## src/rtl/tcs_map.svh

```systemverilog
`ifndef TCS_MAP_SVH
`define TCS_MAP_SVH
// register byte offsets
`define TCS_OFS_TXCSR 4'h4
`define TCS_OFS_MISC  4'h8
`define TCS_OFS_IND   4'hA
`define TCS_OFS_DSCF  4'hC
// transmit control/status word fields
`define TCS_TX_EN     0
`define TCS_TX_SEL    2
`define TCS_TX_IDLE   3
`define TCS_TX_DSIE   4
`define TCS_TX_TXIE   5
`define TCS_TX_DSC    6
`define TCS_TX_DSEC   7
`define TCS_TX_CSRC   8
`define TCS_TX_RXINV  9
`define TCS_TX_TERR   14
`define TCS_TX_DPRI   15
// misc register fields
`define TCS_MISC_MR   7
// indirect register indices
`define TCS_IND_PROTO 4'h0
`define TCS_IND_TXERR 4'h2
`define TCS_IND_MODEM 4'h4
`define TCS_IND_PCNT  4'hB
`define TCS_IND_SCNT  4'hD
// transmit error flag bits in indirect 2
`define TCS_ERR_DMA   0
`define TCS_ERR_UNDR  1
`define TCS_ERR_LEN   2
// protocol codes that are bit oriented
`define TCS_PROTO_B1  3'h1
`define TCS_PROTO_B2  3'h2
// reset values and timing counts
`define TCS_RST_DONE  1'b1
`define TCS_MR_CYCLES 8'h10
`define TCS_BAUD_UNIT 12'h010
`endif

```

## src/rtl/tcs_pkg.sv

```systemverilog
package tcs_pkg;
  typedef enum logic [0:0] {
    TCS_MR_IDLE = 1'b0,
    TCS_MR_BUSY = 1'b1
  } tcs_mr_t;
  typedef enum logic [1:0] {
    TCS_FILL_MARK = 2'b00,
    TCS_FILL_SYNC = 2'b01,
    TCS_FILL_FLAG = 2'b10
  } tcs_fill_t;
endpackage

```

## src/rtl/tcs_baud_if.sv

```systemverilog
`timescale 1ns/1ps
// baud generator control and its outputs
interface tcs_baud_if;
  logic [3:0] rate;
  logic       src_int;
  logic       tick;
  logic       clk_out;
  modport gen  (input rate, input src_int, output tick, output clk_out);
  modport user (output rate, output src_int, input tick, input clk_out);
endinterface

```

## src/rtl/tcs_top.sv

```systemverilog
// Behaviour
// [RQ1] transmit runs only while enabled and selected buffer done is clear
// [RQ2] enable rising from zero clears all transmit error flags
// [RQ3] enable cleared mid-message: error bit, active done, interrupt, no flags
// [RQ4] enable clears on reset, init, DMA error, underrun, length error
// [RQ5] buffer select 0 primary 1 secondary, toggles on DMA end
// [RQ6] between messages idle bit picks sync, mark or flag fill
// [RQ7] enable cleared after a good message may leave the line marking
// [RQ8] data set change with its enable raises a transmit interrupt
// [RQ9] done or error becoming set with enable raises transmit interrupt
// [RQ10] change bit sets on modem edges, clears on modem read or reset
// [RQ11] secondary done sets on message end, clears on count 13 write
// [RQ12] primary done sets on message end, clears on count 11 write
// [RQ13] clock source picks modem clock or internal baud generator
// [RQ14] invert bit flips receive clock unless internal loop is active
// [RQ15] error bit is OR of flags and abort, clears on error register read
// [RQ16] misc register at offset 8, word access, read-modify-write allowed
// [RQ17] 4-bit pointer selects indirect register, data writes increment it
// [RQ18] indirect data latched whenever pointer is written or changes
// [RQ19] pointer keeps its value through master reset and init
// [RQ20] master reset bit starts reset, self-clears, repeats ignored
// [RQ21] master reset marks line, disables receiver, keeps counts
// [RQ22] flag register latches modem transitions until modem read
// [RQ23] indirect 2 holds errors and baud rate, 10-13 buffers
`timescale 1ns/1ps
`include "tcs_map.svh"
module tcs_top (
  // clock and reset
  input  wire logic        core_clk_i,
  input  wire logic        reset_i,
  // register port
  input  wire logic        bus_sel_i,
  input  wire logic        bus_wr_i,
  input  wire logic [3:0]  bus_addr_i,
  input  wire logic [15:0] bus_wdata_i,
  output logic      [15:0] bus_rdata_o,
  output logic             bus_ack_o,
  // transmit engine events
  input  wire logic        tx_active_i,
  input  wire logic        tx_msg_done_i,
  input  wire logic        tx_dma_end_i,
  input  wire logic        tx_dma_err_i,
  input  wire logic        tx_underrun_i,
  input  wire logic        tx_len_err_i,
  input  wire logic        int_loop_i,
  // modem pins
  input  wire logic        modem_ri_i,
  input  wire logic        modem_cd_i,
  input  wire logic        modem_dsr_i,
  input  wire logic        modem_cts_i,
  input  wire logic        user_rx_i,
  input  wire logic        modem_tx_clk_i,
  input  wire logic        modem_rx_clk_i,
  // transmit and receive control outputs
  output logic             tx_go_o,
  output logic             tx_buf_sel_o,
  output logic      [1:0]  idle_fill_o,
  output logic             tx_irq_o,
  output logic             tx_bit_tick_o,
  output logic             rx_bit_tick_o,
  output logic             dte_timing_o,
  output logic             rx_disable_o,
  output logic      [7:0]  protocol_o
);
  logic [6:0]  pin_s;
  logic [6:0]  pin_prev_q;
  logic [7:0]  mod8;
  logic [7:0]  mod_prev8;
  logic [7:0]  mod_chg;
  logic        en_q, sel_q, idle_q, dsie_q, txie_q, dsc_q, dsec_q, dpri_q;
  logic        en_d, sel_d, idle_d, dsie_d, txie_d, dsc_d, dsec_d, dpri_d;
  logic        csrc_q, rxinv_q, abort_q, csrc_d, rxinv_d, abort_d;
  logic [3:0]  ptr_q, ptr_d, cidx_q, cidx_d;
  logic [15:0] cache_q, cache_d, rdata_q, rdata_d;
  logic [15:0] ind_q [16];
  logic [15:0] ind_d [16];
  logic [7:0]  dscf_q, dscf_d, mrcnt_q, mrcnt_d;
  tcs_pkg::tcs_mr_t mr_q, mr_d;
  logic        ack_q, go_q, go_d, irq_q, irq_d, txt_q, txt_d;
  logic        rxt_q, rxt_d, dte_q, dte_d;
  logic [1:0]  fill_q, fill_d;
  logic        wr_csr, wr_misc, wr_ind, rd_ind, mr, terr_q, terr_d, bitor;
  logic        txc_rise, rxc_edge, err_in;
  tcs_baud_if  bif ();

  // pin synchronisers: rxclk, txclk, dsr, ri, cd, cts, user rx
  tcs_sync #(.W(7)) u_sync (
    .core_clk_i (core_clk_i),
    .d_i        ({modem_rx_clk_i, modem_tx_clk_i, modem_dsr_i, modem_ri_i,
                  modem_cd_i, modem_cts_i, user_rx_i}),
    .q_o        (pin_s)
  );

  tcs_baud u_baud (
    .core_clk_i (core_clk_i),
    .reset_i    (reset_i),
    .bif        (bif)
  );

  // decode, modem mapping and clock edge detection
  assign wr_csr    = bus_sel_i & bus_wr_i & (bus_addr_i == `TCS_OFS_TXCSR);
  assign wr_misc   = bus_sel_i & bus_wr_i & (bus_addr_i == `TCS_OFS_MISC);
  assign wr_ind    = bus_sel_i & bus_wr_i & (bus_addr_i == `TCS_OFS_IND);
  assign rd_ind    = bus_sel_i & ~bus_wr_i & (bus_addr_i == `TCS_OFS_IND);
  assign mr        = (mr_q == tcs_pkg::TCS_MR_BUSY);
  assign mod8      = {pin_s[4], pin_s[3], pin_s[2], pin_s[1], 1'b0,
                      pin_s[0], 2'b00};
  assign mod_prev8 = {pin_prev_q[4], pin_prev_q[3], pin_prev_q[2],
                      pin_prev_q[1], 1'b0, pin_prev_q[0], 2'b00};
  assign mod_chg   = mod8 ^ mod_prev8;
  assign txc_rise  = pin_s[5] & ~pin_prev_q[5];
  assign rxc_edge  = rxinv_q ? (~pin_s[6] & pin_prev_q[6])  // RQ14
                             : (pin_s[6] & ~pin_prev_q[6]);
  assign err_in    = tx_dma_err_i | tx_underrun_i | tx_len_err_i;
  assign terr_q    = (|ind_q[`TCS_IND_TXERR][7:0]) | abort_q;  // RQ15
  assign bitor     = (ind_q[`TCS_IND_PROTO][5:3] == `TCS_PROTO_B1) |
                     (ind_q[`TCS_IND_PROTO][5:3] == `TCS_PROTO_B2);
  assign bif.rate    = ind_q[`TCS_IND_TXERR][11:8];  // RQ23
  assign bif.src_int = csrc_q;

  // register state next values
  always_comb begin
    en_d = en_q; sel_d = sel_q; idle_d = idle_q; dsie_d = dsie_q;
    txie_d = txie_q; dsc_d = dsc_q; dsec_d = dsec_q; dpri_d = dpri_q;
    csrc_d = csrc_q; rxinv_d = rxinv_q; abort_d = abort_q;
    ptr_d = ptr_q; cidx_d = cidx_q; cache_d = cache_q;
    dscf_d = dscf_q; mr_d = mr_q; mrcnt_d = mrcnt_q;
    ind_d = ind_q;
    // software writes to the transmit control word
    if (wr_csr) begin
      en_d    = bus_wdata_i[`TCS_TX_EN];
      sel_d   = bus_wdata_i[`TCS_TX_SEL];
      idle_d  = bus_wdata_i[`TCS_TX_IDLE];
      dsie_d  = bus_wdata_i[`TCS_TX_DSIE];
      txie_d  = bus_wdata_i[`TCS_TX_TXIE];
      dsec_d  = bus_wdata_i[`TCS_TX_DSEC];
      csrc_d  = bus_wdata_i[`TCS_TX_CSRC];  // RQ13
      rxinv_d = bus_wdata_i[`TCS_TX_RXINV];
      if (!en_q && bus_wdata_i[`TCS_TX_EN]) begin
        ind_d[`TCS_IND_TXERR][7:0] = 8'h00;  // RQ2
        abort_d = 1'b0;
      end
      if (en_q && !bus_wdata_i[`TCS_TX_EN] && tx_active_i) begin
        abort_d = 1'b1;  // RQ3
        if (sel_q) begin
          dsec_d = 1'b1;
        end else begin
          dpri_d = 1'b1;
        end
      end
    end
    // indirect data port write, then pointer advance
    if (wr_ind) begin
      if (ptr_q == `TCS_IND_MODEM) begin
        ind_d[ptr_q][15:8] = bus_wdata_i[15:8];
      end else begin
        ind_d[ptr_q] = bus_wdata_i;
      end
      if (ptr_q == `TCS_IND_PCNT) begin
        dpri_d = 1'b0;  // RQ12
      end
      if (ptr_q == `TCS_IND_SCNT) begin
        dsec_d = 1'b0;  // RQ11
      end
      ptr_d = ptr_q + 4'h1;  // RQ17
    end
    // pointer write and master reset start
    if (wr_misc) begin
      ptr_d = bus_wdata_i[3:0];
      if (bus_wdata_i[`TCS_MISC_MR] && !mr) begin
        mr_d    = tcs_pkg::TCS_MR_BUSY;  // RQ20
        mrcnt_d = `TCS_MR_CYCLES;
      end
    end
    // reads of the cached indirect register clear flags
    if (rd_ind && cidx_q == `TCS_IND_TXERR) begin
      ind_d[`TCS_IND_TXERR][7:0] = 8'h00;  // RQ15
      abort_d = 1'b0;
    end
    if (rd_ind && cidx_q == `TCS_IND_MODEM) begin
      dsc_d  = 1'b0;  // RQ10
      dscf_d = 8'h00;  // RQ22
    end
    // hardware events win over clears
    if (tx_dma_err_i) ind_d[`TCS_IND_TXERR][`TCS_ERR_DMA] = 1'b1;
    if (tx_underrun_i) ind_d[`TCS_IND_TXERR][`TCS_ERR_UNDR] = 1'b1;
    if (tx_len_err_i) ind_d[`TCS_IND_TXERR][`TCS_ERR_LEN] = 1'b1;
    if (err_in) en_d = 1'b0;  // RQ4
    if (tx_msg_done_i && sel_q) dsec_d = 1'b1;  // RQ11
    if (tx_msg_done_i && !sel_q) dpri_d = 1'b1;  // RQ12
    if (tx_dma_end_i) sel_d = ~sel_d;  // RQ5
    dscf_d = dscf_d | mod_chg;  // RQ22
    if (|mod_chg) dsc_d = 1'b1;  // RQ10
    ind_d[`TCS_IND_MODEM][7:0] = mod8;
    // master reset in progress; pointer and counts untouched
    if (mr) begin
      en_d = 1'b0; sel_d = 1'b0; idle_d = 1'b0; dsie_d = 1'b0;  // RQ21
      txie_d = 1'b0; csrc_d = 1'b0; rxinv_d = 1'b0; abort_d = 1'b0;
      dsec_d = `TCS_RST_DONE; dpri_d = `TCS_RST_DONE;
      dsc_d = 1'b0; dscf_d = 8'h00;
      ind_d[`TCS_IND_TXERR] = 16'h0000;
      mrcnt_d = mrcnt_q - 8'h01;
      if (mrcnt_q == 8'h01) mr_d = tcs_pkg::TCS_MR_IDLE;  // RQ20
    end
    // latch indirect data whenever the pointer is written or moves
    if (wr_misc || wr_ind || ptr_d != ptr_q) begin
      cache_d = ind_d[ptr_d];  // RQ18
      cidx_d  = ptr_d;
    end
  end

  // read data and pin-facing outputs
  always_comb begin
    unique case (bus_addr_i)
      `TCS_OFS_TXCSR: rdata_d = {dpri_q, terr_q, 4'h0, rxinv_q, csrc_q,
                                 dsec_q, dsc_q, txie_q, dsie_q, idle_q,
                                 sel_q, 1'b0, en_q};
      `TCS_OFS_MISC:  rdata_d = {8'h00, mr_q == tcs_pkg::TCS_MR_BUSY,
                                 3'h0, ptr_q};  // RQ16
      `TCS_OFS_IND:   rdata_d = cache_q;
      `TCS_OFS_DSCF:  rdata_d = {8'h00, dscf_q};
      default:        rdata_d = 16'h0000;
    endcase
    if (!bus_sel_i || bus_wr_i) rdata_d = 16'h0000;
    terr_d = (|ind_d[`TCS_IND_TXERR][7:0]) | abort_d;
    // a master reset starting this cycle blocks transmit at once
    go_d   = en_d & ~(sel_d ? dsec_d : dpri_d) &
             (mr_d != tcs_pkg::TCS_MR_BUSY);  // RQ1
    irq_d  = (dsie_q & dsc_q) |  // RQ8
             (txie_q & ((dpri_d & ~dpri_q) | (dsec_d & ~dsec_q) |
                        (terr_d & ~terr_q)));  // RQ9
    txt_d  = csrc_q ? bif.tick : txc_rise;  // RQ13
    rxt_d  = int_loop_i ? txt_d : rxc_edge;  // RQ14
    dte_d  = csrc_q ? bif.clk_out : 1'b1;  // RQ13
    if (!en_q || mr) begin
      fill_d = tcs_pkg::TCS_FILL_MARK;  // RQ7
    end else if (bitor) begin
      fill_d = idle_q ? tcs_pkg::TCS_FILL_FLAG : tcs_pkg::TCS_FILL_MARK;
    end else begin
      fill_d = idle_q ? tcs_pkg::TCS_FILL_MARK : tcs_pkg::TCS_FILL_SYNC;
    end  // RQ6
  end

  // registers; pointer, cache and buffer registers have no reset
  always_ff @(posedge core_clk_i) begin
    ptr_q      <= ptr_d;  // RQ19
    cidx_q     <= cidx_d;
    cache_q    <= cache_d;
    ind_q      <= ind_d;
    pin_prev_q <= pin_s;
    if (reset_i) begin
      en_q <= 1'b0; sel_q <= 1'b0; idle_q <= 1'b0; dsie_q <= 1'b0;
      txie_q <= 1'b0; csrc_q <= 1'b0; rxinv_q <= 1'b0; abort_q <= 1'b0;
      dsec_q <= `TCS_RST_DONE; dpri_q <= `TCS_RST_DONE;
      dsc_q <= 1'b0; dscf_q <= 8'h00; mrcnt_q <= 8'h00;
      mr_q <= tcs_pkg::TCS_MR_IDLE;
      ind_q[`TCS_IND_TXERR] <= 16'h0000;
      ind_q[`TCS_IND_MODEM] <= 16'h0000;
      rdata_q <= 16'h0000; ack_q <= 1'b0; go_q <= 1'b0; irq_q <= 1'b0;
      txt_q <= 1'b0; rxt_q <= 1'b0; dte_q <= 1'b1;
      fill_q <= tcs_pkg::TCS_FILL_MARK;
    end else begin
      en_q <= en_d; sel_q <= sel_d; idle_q <= idle_d; dsie_q <= dsie_d;
      txie_q <= txie_d; csrc_q <= csrc_d; rxinv_q <= rxinv_d;
      abort_q <= abort_d; dsec_q <= dsec_d; dpri_q <= dpri_d;
      dsc_q <= dsc_d; dscf_q <= dscf_d; mrcnt_q <= mrcnt_d; mr_q <= mr_d;
      rdata_q <= rdata_d; ack_q <= bus_sel_i; go_q <= go_d;
      irq_q <= irq_d; txt_q <= txt_d; rxt_q <= rxt_d; dte_q <= dte_d;
      fill_q <= fill_d;
    end
  end

  assign bus_rdata_o   = rdata_q;
  assign bus_ack_o     = ack_q;
  assign tx_go_o       = go_q;
  assign tx_buf_sel_o  = sel_q;
  assign idle_fill_o   = fill_q;
  assign tx_irq_o      = irq_q;
  assign tx_bit_tick_o = txt_q;
  assign rx_bit_tick_o = rxt_q;
  assign dte_timing_o  = dte_q;
  assign rx_disable_o  = mr;
  assign protocol_o    = ind_q[`TCS_IND_PROTO][7:0];
endmodule

```

## src/rtl/tcs_sync.sv

```systemverilog
`timescale 1ns/1ps
module tcs_sync #(
  parameter int W = 1
) (
  // clock
  input  wire logic         core_clk_i,
  // asynchronous levels in, synchronised out
  input  wire logic [W-1:0] d_i,
  output logic      [W-1:0] q_o
);
  logic [W-1:0] s1_q;
  logic [W-1:0] s2_q;

  // two stage synchroniser, first stage feeds only the second
  always_ff @(posedge core_clk_i) begin
    s1_q <= d_i;
    s2_q <= s1_q;
  end
  assign q_o = s2_q;
endmodule

```

## src/rtl/tcs_baud.sv

```systemverilog
`timescale 1ns/1ps
`include "tcs_map.svh"
module tcs_baud (
  // clock and reset
  input  wire logic core_clk_i,
  input  wire logic reset_i,
  // control and outputs
  tcs_baud_if.gen   bif
);
  logic [11:0] cnt_q;
  logic [11:0] cnt_d;
  logic        clk_q;
  logic        clk_d;
  logic        tick_q;
  logic        tick_d;
  logic [11:0] lim;

  // divide by (rate+1) units per half period; idle high when unused
  always_comb begin
    lim    = 12'(({8'h00, bif.rate} + 12'h001) * `TCS_BAUD_UNIT);
    cnt_d  = cnt_q + 12'h001;
    clk_d  = clk_q;
    tick_d = 1'b0;
    if (!bif.src_int) begin
      cnt_d = 12'h000;
      clk_d = 1'b1;
    end else if (cnt_q >= lim - 12'h001) begin
      cnt_d  = 12'h000;
      clk_d  = ~clk_q;
      tick_d = ~clk_q;
    end
  end

  always_ff @(posedge core_clk_i) begin
    if (reset_i) begin
      cnt_q  <= 12'h000;
      clk_q  <= 1'b1;
      tick_q <= 1'b0;
    end else begin
      cnt_q  <= cnt_d;
      clk_q  <= clk_d;
      tick_q <= tick_d;
    end
  end
  assign bif.tick    = tick_q;
  assign bif.clk_out = clk_q;
endmodule

```

## config.mk

```make
export PLATFORM = sky130hd
export DESIGN_NAME = tcs_top
export DESIGN_NICKNAME = d
export VERILOG_FILES = /design/src/rtl/tcs_pkg.sv /design/src/rtl/tcs_baud_if.sv /design/src/rtl/tcs_top.sv /design/src/rtl/tcs_sync.sv /design/src/rtl/tcs_baud.sv
export VERILOG_INCLUDE_DIRS = /design/src /design/src/rtl
export SDC_FILE = /design/constraint.sdc
export NUM_CORES = 1
export LEC_CHECK = 0
export BUFFER_PORTS_ARGS = -buffer_cell sky130_fd_sc_hd__buf_2
export CAP_MARGIN = 5
export CORE_ASPECT_RATIO = 2
export CORE_MARGIN = 2
export CORE_UTILIZATION = 31
export DETAILED_ROUTE_END_ITERATION = 7
export PLACE_DENSITY = 0.45
export RECOVER_POWER = 25
export SLEW_MARGIN = 20
export SYNTH_ARGS = -nofsm -noshare
export SYNTH_HDL_FRONTEND = slang
export SYNTH_SLANG_ARGS = --single-unit
```

## constraint.sdc

```tcl
create_clock -name core_clk_i -period 7.3 [get_ports core_clk_i]
set_input_delay 0 -clock core_clk_i [delete_from_list [all_inputs] [get_ports core_clk_i]]
set_output_delay 0 -clock core_clk_i [all_outputs]
set_load 0.02 [all_outputs]
```

Yosys cells after proc, flatten, opt, wreduce, memory -nomap -nowiden --
Cells that the tools add are included. W data, S select, Z words.
Storage, ports and cells: register bits 367, bits in latches 0, bits in writable memories 0, bits in read-only memories 0, bits of input ports 38, output and inout port bits 34, logic and storage cells 205, memories 0
Cells by class: $add $sub $neg 5, multipliers 0, div/mod/pow operators 0, magnitude comparators 4, equality and inequality tests 13, shift operators 0, muxes and demuxes 63, bitwise gates (word level) 41, reductions and logical operators 31
Operators with widths (number):
- $bwmux W256 | 2
- $mux W256 | 2
- $demux W16 S4 | 2
- $mux W16 | 5
- $bmux W16 S4 | 1
- $pmux W16 S4 | 1
- $mux W8 | 7
- $mux W1 | 39
- $reduce_or A8 Y1 | 3
- $eq A4 B4 Y1 const B | 5
- $and A1 B1 Y1 | 16
- $not A1 Y1 | 13
- $add A12 B1 Y12 const B | 1
- $eq A4 B3 Y1 const B | 3
- $ge A12 B12 Y1 | 1
- $sub A12 B1 Y12 const B | 1
- $ge A5 B5 Y1 const B | 2
- $not A4 Y5 | 2
- $logic_and A1 B1 Y1 | 9
- $eq A8 B1 Y1 const B | 1
- $mux W4 | 2
- $or A1 B1 Y1 | 8
- $or A8 B8 Y8 | 1
- $reduce_or A2 Y1 | 4
- other kinds (15) | 26

Depth between registers and ports, before layout --
Gate-level depths: netlist (run 1).
depth after elaboration 17, gate-level depth with buffers 13

Hierarchy --
A second synthesis (run 1) with hierarchy kept.
Unflattened totals: cells, all modules 1467, area, all modules 15333.5 sq um
By module, submodules not included:
- tcs_top | instances 1, cells each 1358, area each 14223.6 sq um, sequential area each 6766.5 sq um
- tcs_baud | instances 1, cells each 95, area each 829.5 sq um, sequential area each 280.3 sq um
- tcs_sync | instances 1, cells each 14, area each 280.3 sq um, sequential area each 280.3 sq um

Worst setup path after synthesis (run 1) --
OpenSTA, ideal clock, no wires.
path kind input port to flip-flop, start input bus_sel_i, end register cache_q[6] (data pin), setup time 260 ps, arrival time 2802 ps, required time 7040 ps, setup slack 4238 ps, stages on the path 10, path through clkbuf_2 > nand4b_4 > nor2_1 > o2bb2ai_1 > inv_1 > buf_2 > clkbuf_1 > a2111oi_0 > a41o_1 > nor4_1
Between the ends: word-level cells in the longest chain between the ends 11, elaborated cells between the ends (all ways) 20
RTL lines:
- start, declared | line tcs_top.sv:32 | input wire logic bus_sel_i,
- $and A1 B1 Y1 | line tcs_top.sv:101, tcs_top.sv:102, tcs_top.sv:103
- $and A1 B1 Y1 | line tcs_top.sv:101 | assign wr_csr = bus_sel_i & bus_wr_i & (bus_addr_i == `TCS_OFS_TXCSR);
- $mux W8 | line tcs_top.sv:130 | if (wr_csr) begin
- $bwmux W256 (on tied branches) | line tcs_top.sv:157, tcs_top.sv:155
- $mux W256 | line tcs_top.sv:154 | if (ptr_q == `TCS_IND_MODEM) begin
- $mux W256 | line tcs_top.sv:153 | if (wr_ind) begin
- $mux W8 | line tcs_top.sv:176 | if (rd_ind && cidx_q == `TCS_IND_TXERR) begin
- $mux W16 | line tcs_top.sv:196 | if (mr) begin
- $bmux W16 S4 * | line tcs_top.sv:207 | cache_d = ind_d[ptr_d];
- $mux W16 (not written as such) * (2 in series) | line tcs_top.sv:207
- end signal, assigned | line tcs_top.sv:248 | cache_q <= cache_d;
- end, declared | line tcs_top.sv:74 | logic [15:0] cache_q, cache_d, rdata_q, rdata_d;
Every way passes the cells marked *; elsewhere a longest branch is shown, timed or not. The select of a mux whose other input is x is not followed. A chain may end at the register's enable or synchronous reset.

Worst setup path in the final report (run 1) --
start input bus_sel_i, end register cache_q[1] (data pin)
Between the ends: word-level cells in the longest chain between the ends 12, elaborated cells between the ends (all ways) 21
RTL lines:
- $and A1 B1 Y1 | line tcs_top.sv:101, tcs_top.sv:102, tcs_top.sv:103
- $and A1 B1 Y1 | line tcs_top.sv:101
- $mux W8 | line tcs_top.sv:130
- $bwmux W256 (on tied branches) | line tcs_top.sv:157, tcs_top.sv:155
- $mux W256 | line tcs_top.sv:154
- $mux W256 | line tcs_top.sv:153
- $mux W8 | line tcs_top.sv:176
- $mux W1 | line tcs_top.sv:186 | if (tx_underrun_i) ind_d[`TCS_IND_TXERR][`TCS_ERR_UNDR] = 1'b1;
- $mux W16 | line tcs_top.sv:196
- $bmux W16 S4 * | line tcs_top.sv:207
- $mux W16 (not written as such) * (2 in series) | line tcs_top.sv:207
Marked as above.

==> results of run 1 <==
-- critical path: stages --
cell	delay [ns]
dlygate4sd3_1	0.53
clkbuf_1	0.23
nand4b_1	0.49
nor2_2	0.22
clkbuf_1	1.41
o2bb2ai_2	0.19
buf_4	0.40
inv_1	0.56
a221oi_1	0.40
a21boi_0	0.61
o22ai_1	0.17
-- registers in the layout, indices dropped and copies added (netlist names), 2 cells and up --
name / flops
dscf_q: 5
mrcnt_q: 8
u_sync.s1_q: 7
u_baud.cnt_q: 12
idle_fill_o: 2
cidx_q: 4
cache_q: 16
ptr_q: 4
u_sync.q_o: 7
bif.rate: 4
pin_prev_q: 7
ind_q: 236
protocol_o: 8
bus_rdata_o: 16
-- cell families (layout without fill, tap and decap cells) --
group / Yosys count / after routing
mux: 281 / 281
fa+ha+maj: 16 / 16
compound gates: 191 / 191
simple gates: 398 / 398
xor+xnor: 22 / 22
flops: 356 / 356
buf+inv: 167 / 241
-- worst min path at each step --
stage | endpoint | depth (start not counted) | startpoint
after global placement | u_sync.s1_q[1] | 1 | modem_cts_i
final | ind_q[91] | 3 | bus_wdata_i[11]
after floorplan | u_sync.s1_q[0] | 0 | user_rx_i
after CTS | ind_q[91] | 3 | bus_wdata_i[11]
after global routing | bif.rate[3] | 3 | bus_wdata_i[11]
after detailed placement | u_sync.s1_q[1] | 1 | modem_cts_i
-- timing repair --
action,CTS,global route
setup buffers,0,0
setup endpoints to repair,0,0
hold buffers,31,0
endpoints found under the hold margin,95,0
gates resized for setup,0,0
-- routing by layer --
metal,vias up,track usage (%)
met5,-,0
met1,5363,22.2
li1,5164,-
met4,0,6.75
met3,77,2.53
met2,270,31.3
-- power groups by stage --
stage | logic, mW | registers (mW) | clock network (mW)
final | 0.882 | 2.11 | 1.79
after global routing | 0.955 | 2.11 | 1.91
after CTS | 0.890 | 2.10 | 1.84
after detailed placement | 0.873 | 2.15 | 0
after global placement | 0.868 | 2.14 | 0
after floorplan | 0.631 | 2.13 | 0
-- synth_stat cells (12+ instances only) --
cell	n
mux2_2	185
nor2_1	119
and2_1	13
clkbuf_1	52
mux4_2	25
a21oi_1	32
buf_4	12
edfxtp_1	20
mux2i_1	71
nor3_1	17
nor2b_1	16
dfxtp_1	336
ha_1	16
nand3_1	32
buf_2	26
inv_1	59
o211ai_1	21
nand2_1	116
o21ai_0	28
nand2b_1	14
-- stage by stage --
stage	util, %	worst slack [ns]	power, mW	hold WS (ns)
finish	35.5	2.27	4.77	-0.00107
global route	35.5	2.13	4.98	0.0316
CTS	35.6	3.35	4.83	0.000721
detailed placement	32.7	3.32	3.02	0.105
global placement	32.7	3.28	3.01	0.105
floorplan	-	4.24	2.76	0.0277
-- cell type report --
class	count	area, um2
Fill cell	4969	31600
Sequential cell	356	7330
Multi-Input combinational cell	908	7140
Clock buffer	54	1040
Tap cell	643	805
Timing Repair Buffer	117	724
Inverter	61	236
Clock inverter	9	81.3
==> results.txt, run 1 <==
Die Y -> 318 um
clock skew -> 0.0195 ns
num ports -> 72
initial core utilization -> 31.2%
CP endpoint -> cache_q[1]
Post-synth ARST share -> 0%
die area -> 0.0511 mm2
most common cell after layout, fill and taps aside -> dfxtp_1
Clk network pwr share -> 37.4%
global-route wire length before repair -> 69,200 um
mux share of post-synthesis cell area -> 22.0%
Syn Std Cell Area -> 0.0153 mm2
Leakage Power -> 7.45 nW
most frequent cells in the layout -> dfxtp_1, mux2_2, nor2_1, nand2_1, mux2i_1
DRC errors left -> 0
Synth area leaders -> dfxtp_1, mux2_2, mux2i_1
Non-Filler Instances -> 2,148
# Max-Cap Violations -> 2
Yosys cell types -> 81
Final nets -> 1,534
clock sinks -> 356
RePlAce Congestion -> 0.801
layout cells sized above 1 -> 22.7%
H-Tree Depth -> 2
initial antenna violation count -> 0
Max Slew Vio Count -> 45
Mapped Cells -> 1,431
worst setup path start -> bus_sel_i
Detailed Place HPWL -> 30,600 um
PD cells -> 275 mW/mm2
Slew Limit Headroom -> -29.2%
final setup vio count -> 0
Placed Area -> 0.0160 mm2
hold crit path type -> primary input to register
fmax -> 199 MHz
setup tns final -> 0 ns
Period minus WS final -> 5.03 ns
reg2reg path depth -> 6
Core Region -> 0.0489 mm2
total gr overflow -> 0
Post-Synth Simple-Gate Area -> 13.1%
combinational share of power -> 18.5%
Routed wire per std cell -> 21.4 um
total track usage -> 17.9%
P&R area growth vs syn -> 13.8%
WL final -> 46,000 um
synthesized-area fraction occupied by adder cells -> 1.31%
peak supply drop -> 0.195 mV
vias in the first global route -> 11,100
DR vias -> 10,900
Compound-Gate Fraction of Synth Area -> 8.99%
initial drt markers -> 670
DIE WIDTH -> 161 um
Hold Violations, Final -> 1
WL met3 -> 2090 um
crit end category -> register
via/cell ratio -> 5.06
Pint -> 3.37 mW
clk_lat worst skew -> 0.55 ns
Switching Power -> 1.41 mW
R2R Path End -> en_q
Max clock buf depth -> 3
sequential-to-total area share from yosys stat -> 48.0%
ys flop type -> dfxtp_1
crit path launch type -> primary input
run status -> finished with violations
PortBufs -> 71
TritonCTS clock tree -> yes
routed metal-1 wire length -> 19,500 um
Critical Path AT -> 5.28 ns
Yosys top cell by area -> dfxtp_1
ant diodes -> 0
Synth Register Bits -> 356
uppermost routed layer -> met4
reg2reg start -> rx_disable_o
synthesized area per cell -> 10.7 um2
Yosys warnings -> 0
final instance area -> 0.0174 mm2
post-synthesis xor/xnor area fraction -> 1.26%
row count -> 115
required time of the worst setup path -> 7.56 ns
CP max FO -> 29
final hold slack -> -0.00107 ns
worst-margin pin slew -> 1.94 ns
clock-pin slew on the worst setup and hold paths -> 0.06 ns
Pre-Repair DR Iteration Count -> 5
period utilisation layout -> 68.9%
largest family of logic cells by synthesized area -> multiplexers
R2R Setup Slk -> 3.37 ns
Switching Share -> 29.4%
CTS Buf Count -> 36
area share of the largest cell type after synthesis -> 44.1%
number of enable flip-flop cells after synthesis -> 20
RSZ-0062 raised after global routing -> false
CTS root buffer -> clkbuf_16
Setup CP Type -> primary input to register
failing checks -> hold timing, capacitance limit, slew limit
synthesized netlist net count -> 1,485
met2 wire len -> 22,700 um
DP Cell Count -> 2,054
Final ANT Viol Nets -> 0
Flop pwr share -> 44.1%
pin count of the biggest net entering global routing -> 80
Power figures use the tool's default switching activity.
==> inputs of run 2 (changes only) <==
PLACE_DENSITY = 0.47   (was 0.45)
clock period = 4.5 ns   (was 7.3 ns; I/O delays follow)
==> results.txt, run 2 (same netlist as run 1, synthesis figures left out) <==
most common cell after layout, fill and taps aside -> dfxtp_1
Critical Path AT -> 3.98 ns (-1.30 ns)
total power draw -> 7.92 mW (+66%)
final setup vio count -> 0 (unchanged)
Place WS -> 1.08 ns (-2.24 ns)
P&R area growth vs syn -> 14.7%
initial core utilization -> 31.2% (unchanged)
Routed wire per std cell -> 20.5 um (-4.3%)
DP Cell Count -> 2,060 (+0.29%)
Max clock buf depth -> 3 (unchanged)
layout cells sized above 1 -> 23.4% (+0.69 points)
Max Slew Vio Count -> 0 (-100%)
Die Y -> 318 um (unchanged)
peak supply drop -> 0.391 mV (+100%)
Slew Limit Headroom -> 11.9% (+41 points)
Setup CP Type -> register to register
final core occ -> 35.8% (+0.29 points)
via/cell ratio -> 5.00 (-1.1%)
Final WS setup -> 0.936 ns (-1.34 ns)
Placed Area -> 0.0160 mm2 (+0.28%)
vias in the first global route -> 11,200 (+0.63%)
most used routing layer in global routing -> met2
initial antenna violation count -> 1 (+1)
Leakage Power -> 7.55 nW (+1.3%)
Final nets -> 1,540 (+0.39%)
DRC errors left -> 0 (unchanged)
die area -> 0.0511 mm2 (unchanged)
DR vias -> 10,800 (-0.77%)
# Max-Cap Violations -> 0 (-2)
initial drt markers -> 598 (-11%)
num ports -> 72 (unchanged)
Hold Violations, Final -> 0 (-1)
worst setup path start -> rx_disable_o
Non-Filler Instances -> 2,156 (+0.37%)
clock skew -> 0.0216 ns (+0.00207 ns)
worst-margin pin slew -> 1.32 ns (-0.617 ns)
met1 GRT Util -> 21.8% (-0.40 points)
CTS Buf Count -> 37 (+2.8%)
reg2reg start -> rx_disable_o
PortBufs -> 71 (unchanged)
Pre-Repair DR Iteration Count -> 5 (unchanged)
setup tns final -> 0 ns (unchanged)
pin count of the biggest net entering global routing -> 80 (unchanged)
clock-pin slew on the worst setup and hold paths -> 0.06 ns (about the same)
period utilisation layout -> 79.2%
run status -> finished, final reports clean
row count -> 115 (unchanged)
CP max FO -> 20 (-31%)
hold crit path type -> primary input to register
CTS root buffer -> clkbuf_16
Final ANT Viol Nets -> 0 (unchanged)
WHS Path Cells -> 2 (-1)
DIE WIDTH -> 161 um (unchanged)
final hold slack -> 0.0295 ns (+0.0306 ns)
fmax -> 281 MHz
RSZ-0062 raised after global routing -> false
Detailed Place HPWL -> 30,200 um (-1.4%)
TritonCTS clock tree -> yes
reg2reg path depth -> 7 (+1)
Period minus WS final -> 3.56 ns
final instance area -> 0.0175 mm2 (+0.81%)
crit end category -> register
Hold Startpoint -> reset_i
met2 usage -> 29.5% (-1.8 points)
routing usage on met3 -> 2.37% (-0.16 points)
required time of the worst setup path -> 4.92 ns (-2.64 ns)
most frequent cells in the layout -> dfxtp_1, mux2_2, nor2_1, nand2_1, mux2i_1
Biggest register -> ind_q
clock sinks -> 356 (unchanged)
PD cells -> 452 mW/mm2 (+64%)
crit path launch type -> register
H-Tree Depth -> 2 (unchanged)
total gr overflow -> 0 (unchanged)
post-cts resize count -> 0 (unchanged)
max reg flops -> 236 (unchanged)
total track usage -> 17.1% (-0.81 points)
Core Region -> 0.0489 mm2 (unchanged)
clk_lat worst skew -> 0.54 ns (about the same)
WL final -> 44,200 um (-4.0%)
global-route wire length before repair -> 67,700 um (-2.2%)
RePlAce Congestion -> 0.826 (+3.1%)
[run 2: cell count changes in the layout (fill, tap and decap cells not counted), moves of 2 or more]
| cell | change |
|---|---|
| bufinv_16 | +2 |
| clkbuf_8 | +3 |
| buf_2 | -2 |
| clkbuf_1 | -7 |
| buf_4 | +8 |
| clkinv_2 | +2 |
| clkinv_1 | +3 |
[run 2: routing by layer]
layer,part of all wire [%],up-vias
met2,48,234
li1,-,5172
met3,4.3,73
met4,3.1,0
met5,0,-
met1,44,5311
[run 2: final timing paths]
check	endpoint	slack (ns)
setup / recovery	tx_go_o	0.94
hold / removal	ind_q[209]	0.03
setup reg to reg	tx_go_o	0.94
hold reg to reg	u_sync.q_o[2]	0.33
[run 2: final cells by class]
type / instances / area, um2
Fill cell: 5015 / 31400
Sequential cell: 356 / 7330
Multi-Input combinational cell: 908 / 7160
Clock buffer: 51 / 1080
Tap cell: 643 / 805
Timing Repair Buffer: 122 / 764
Inverter: 61 / 236
Clock inverter: 14 / 128
Antenna cell: 1 / 2.50
[run 2: repair_timing]
action                                  4_1_cts  5_1_grt
setup buffers                                 0        0
endpoints found under the setup margin        0        0
hold endpoints to repair                     77        0
hold buffers                                 30        0
[run 2: critical path, stage by stage (launching register included)]
cell,delay (ns)
dfxtp_1,0.84
or2_0,1.08
or4_1,0.24
dlygate4sd3_1,0.56
a21oi_1,0.04
dlygate4sd3_1,0.57
nand2_1,0.07
nor2_1,0.03
[run 2: where the power goes]
group,switching (mW),internal (mW)
Sequential,0.0727,3.34
Combinational,0.920,0.517
Clock,1.27,1.79
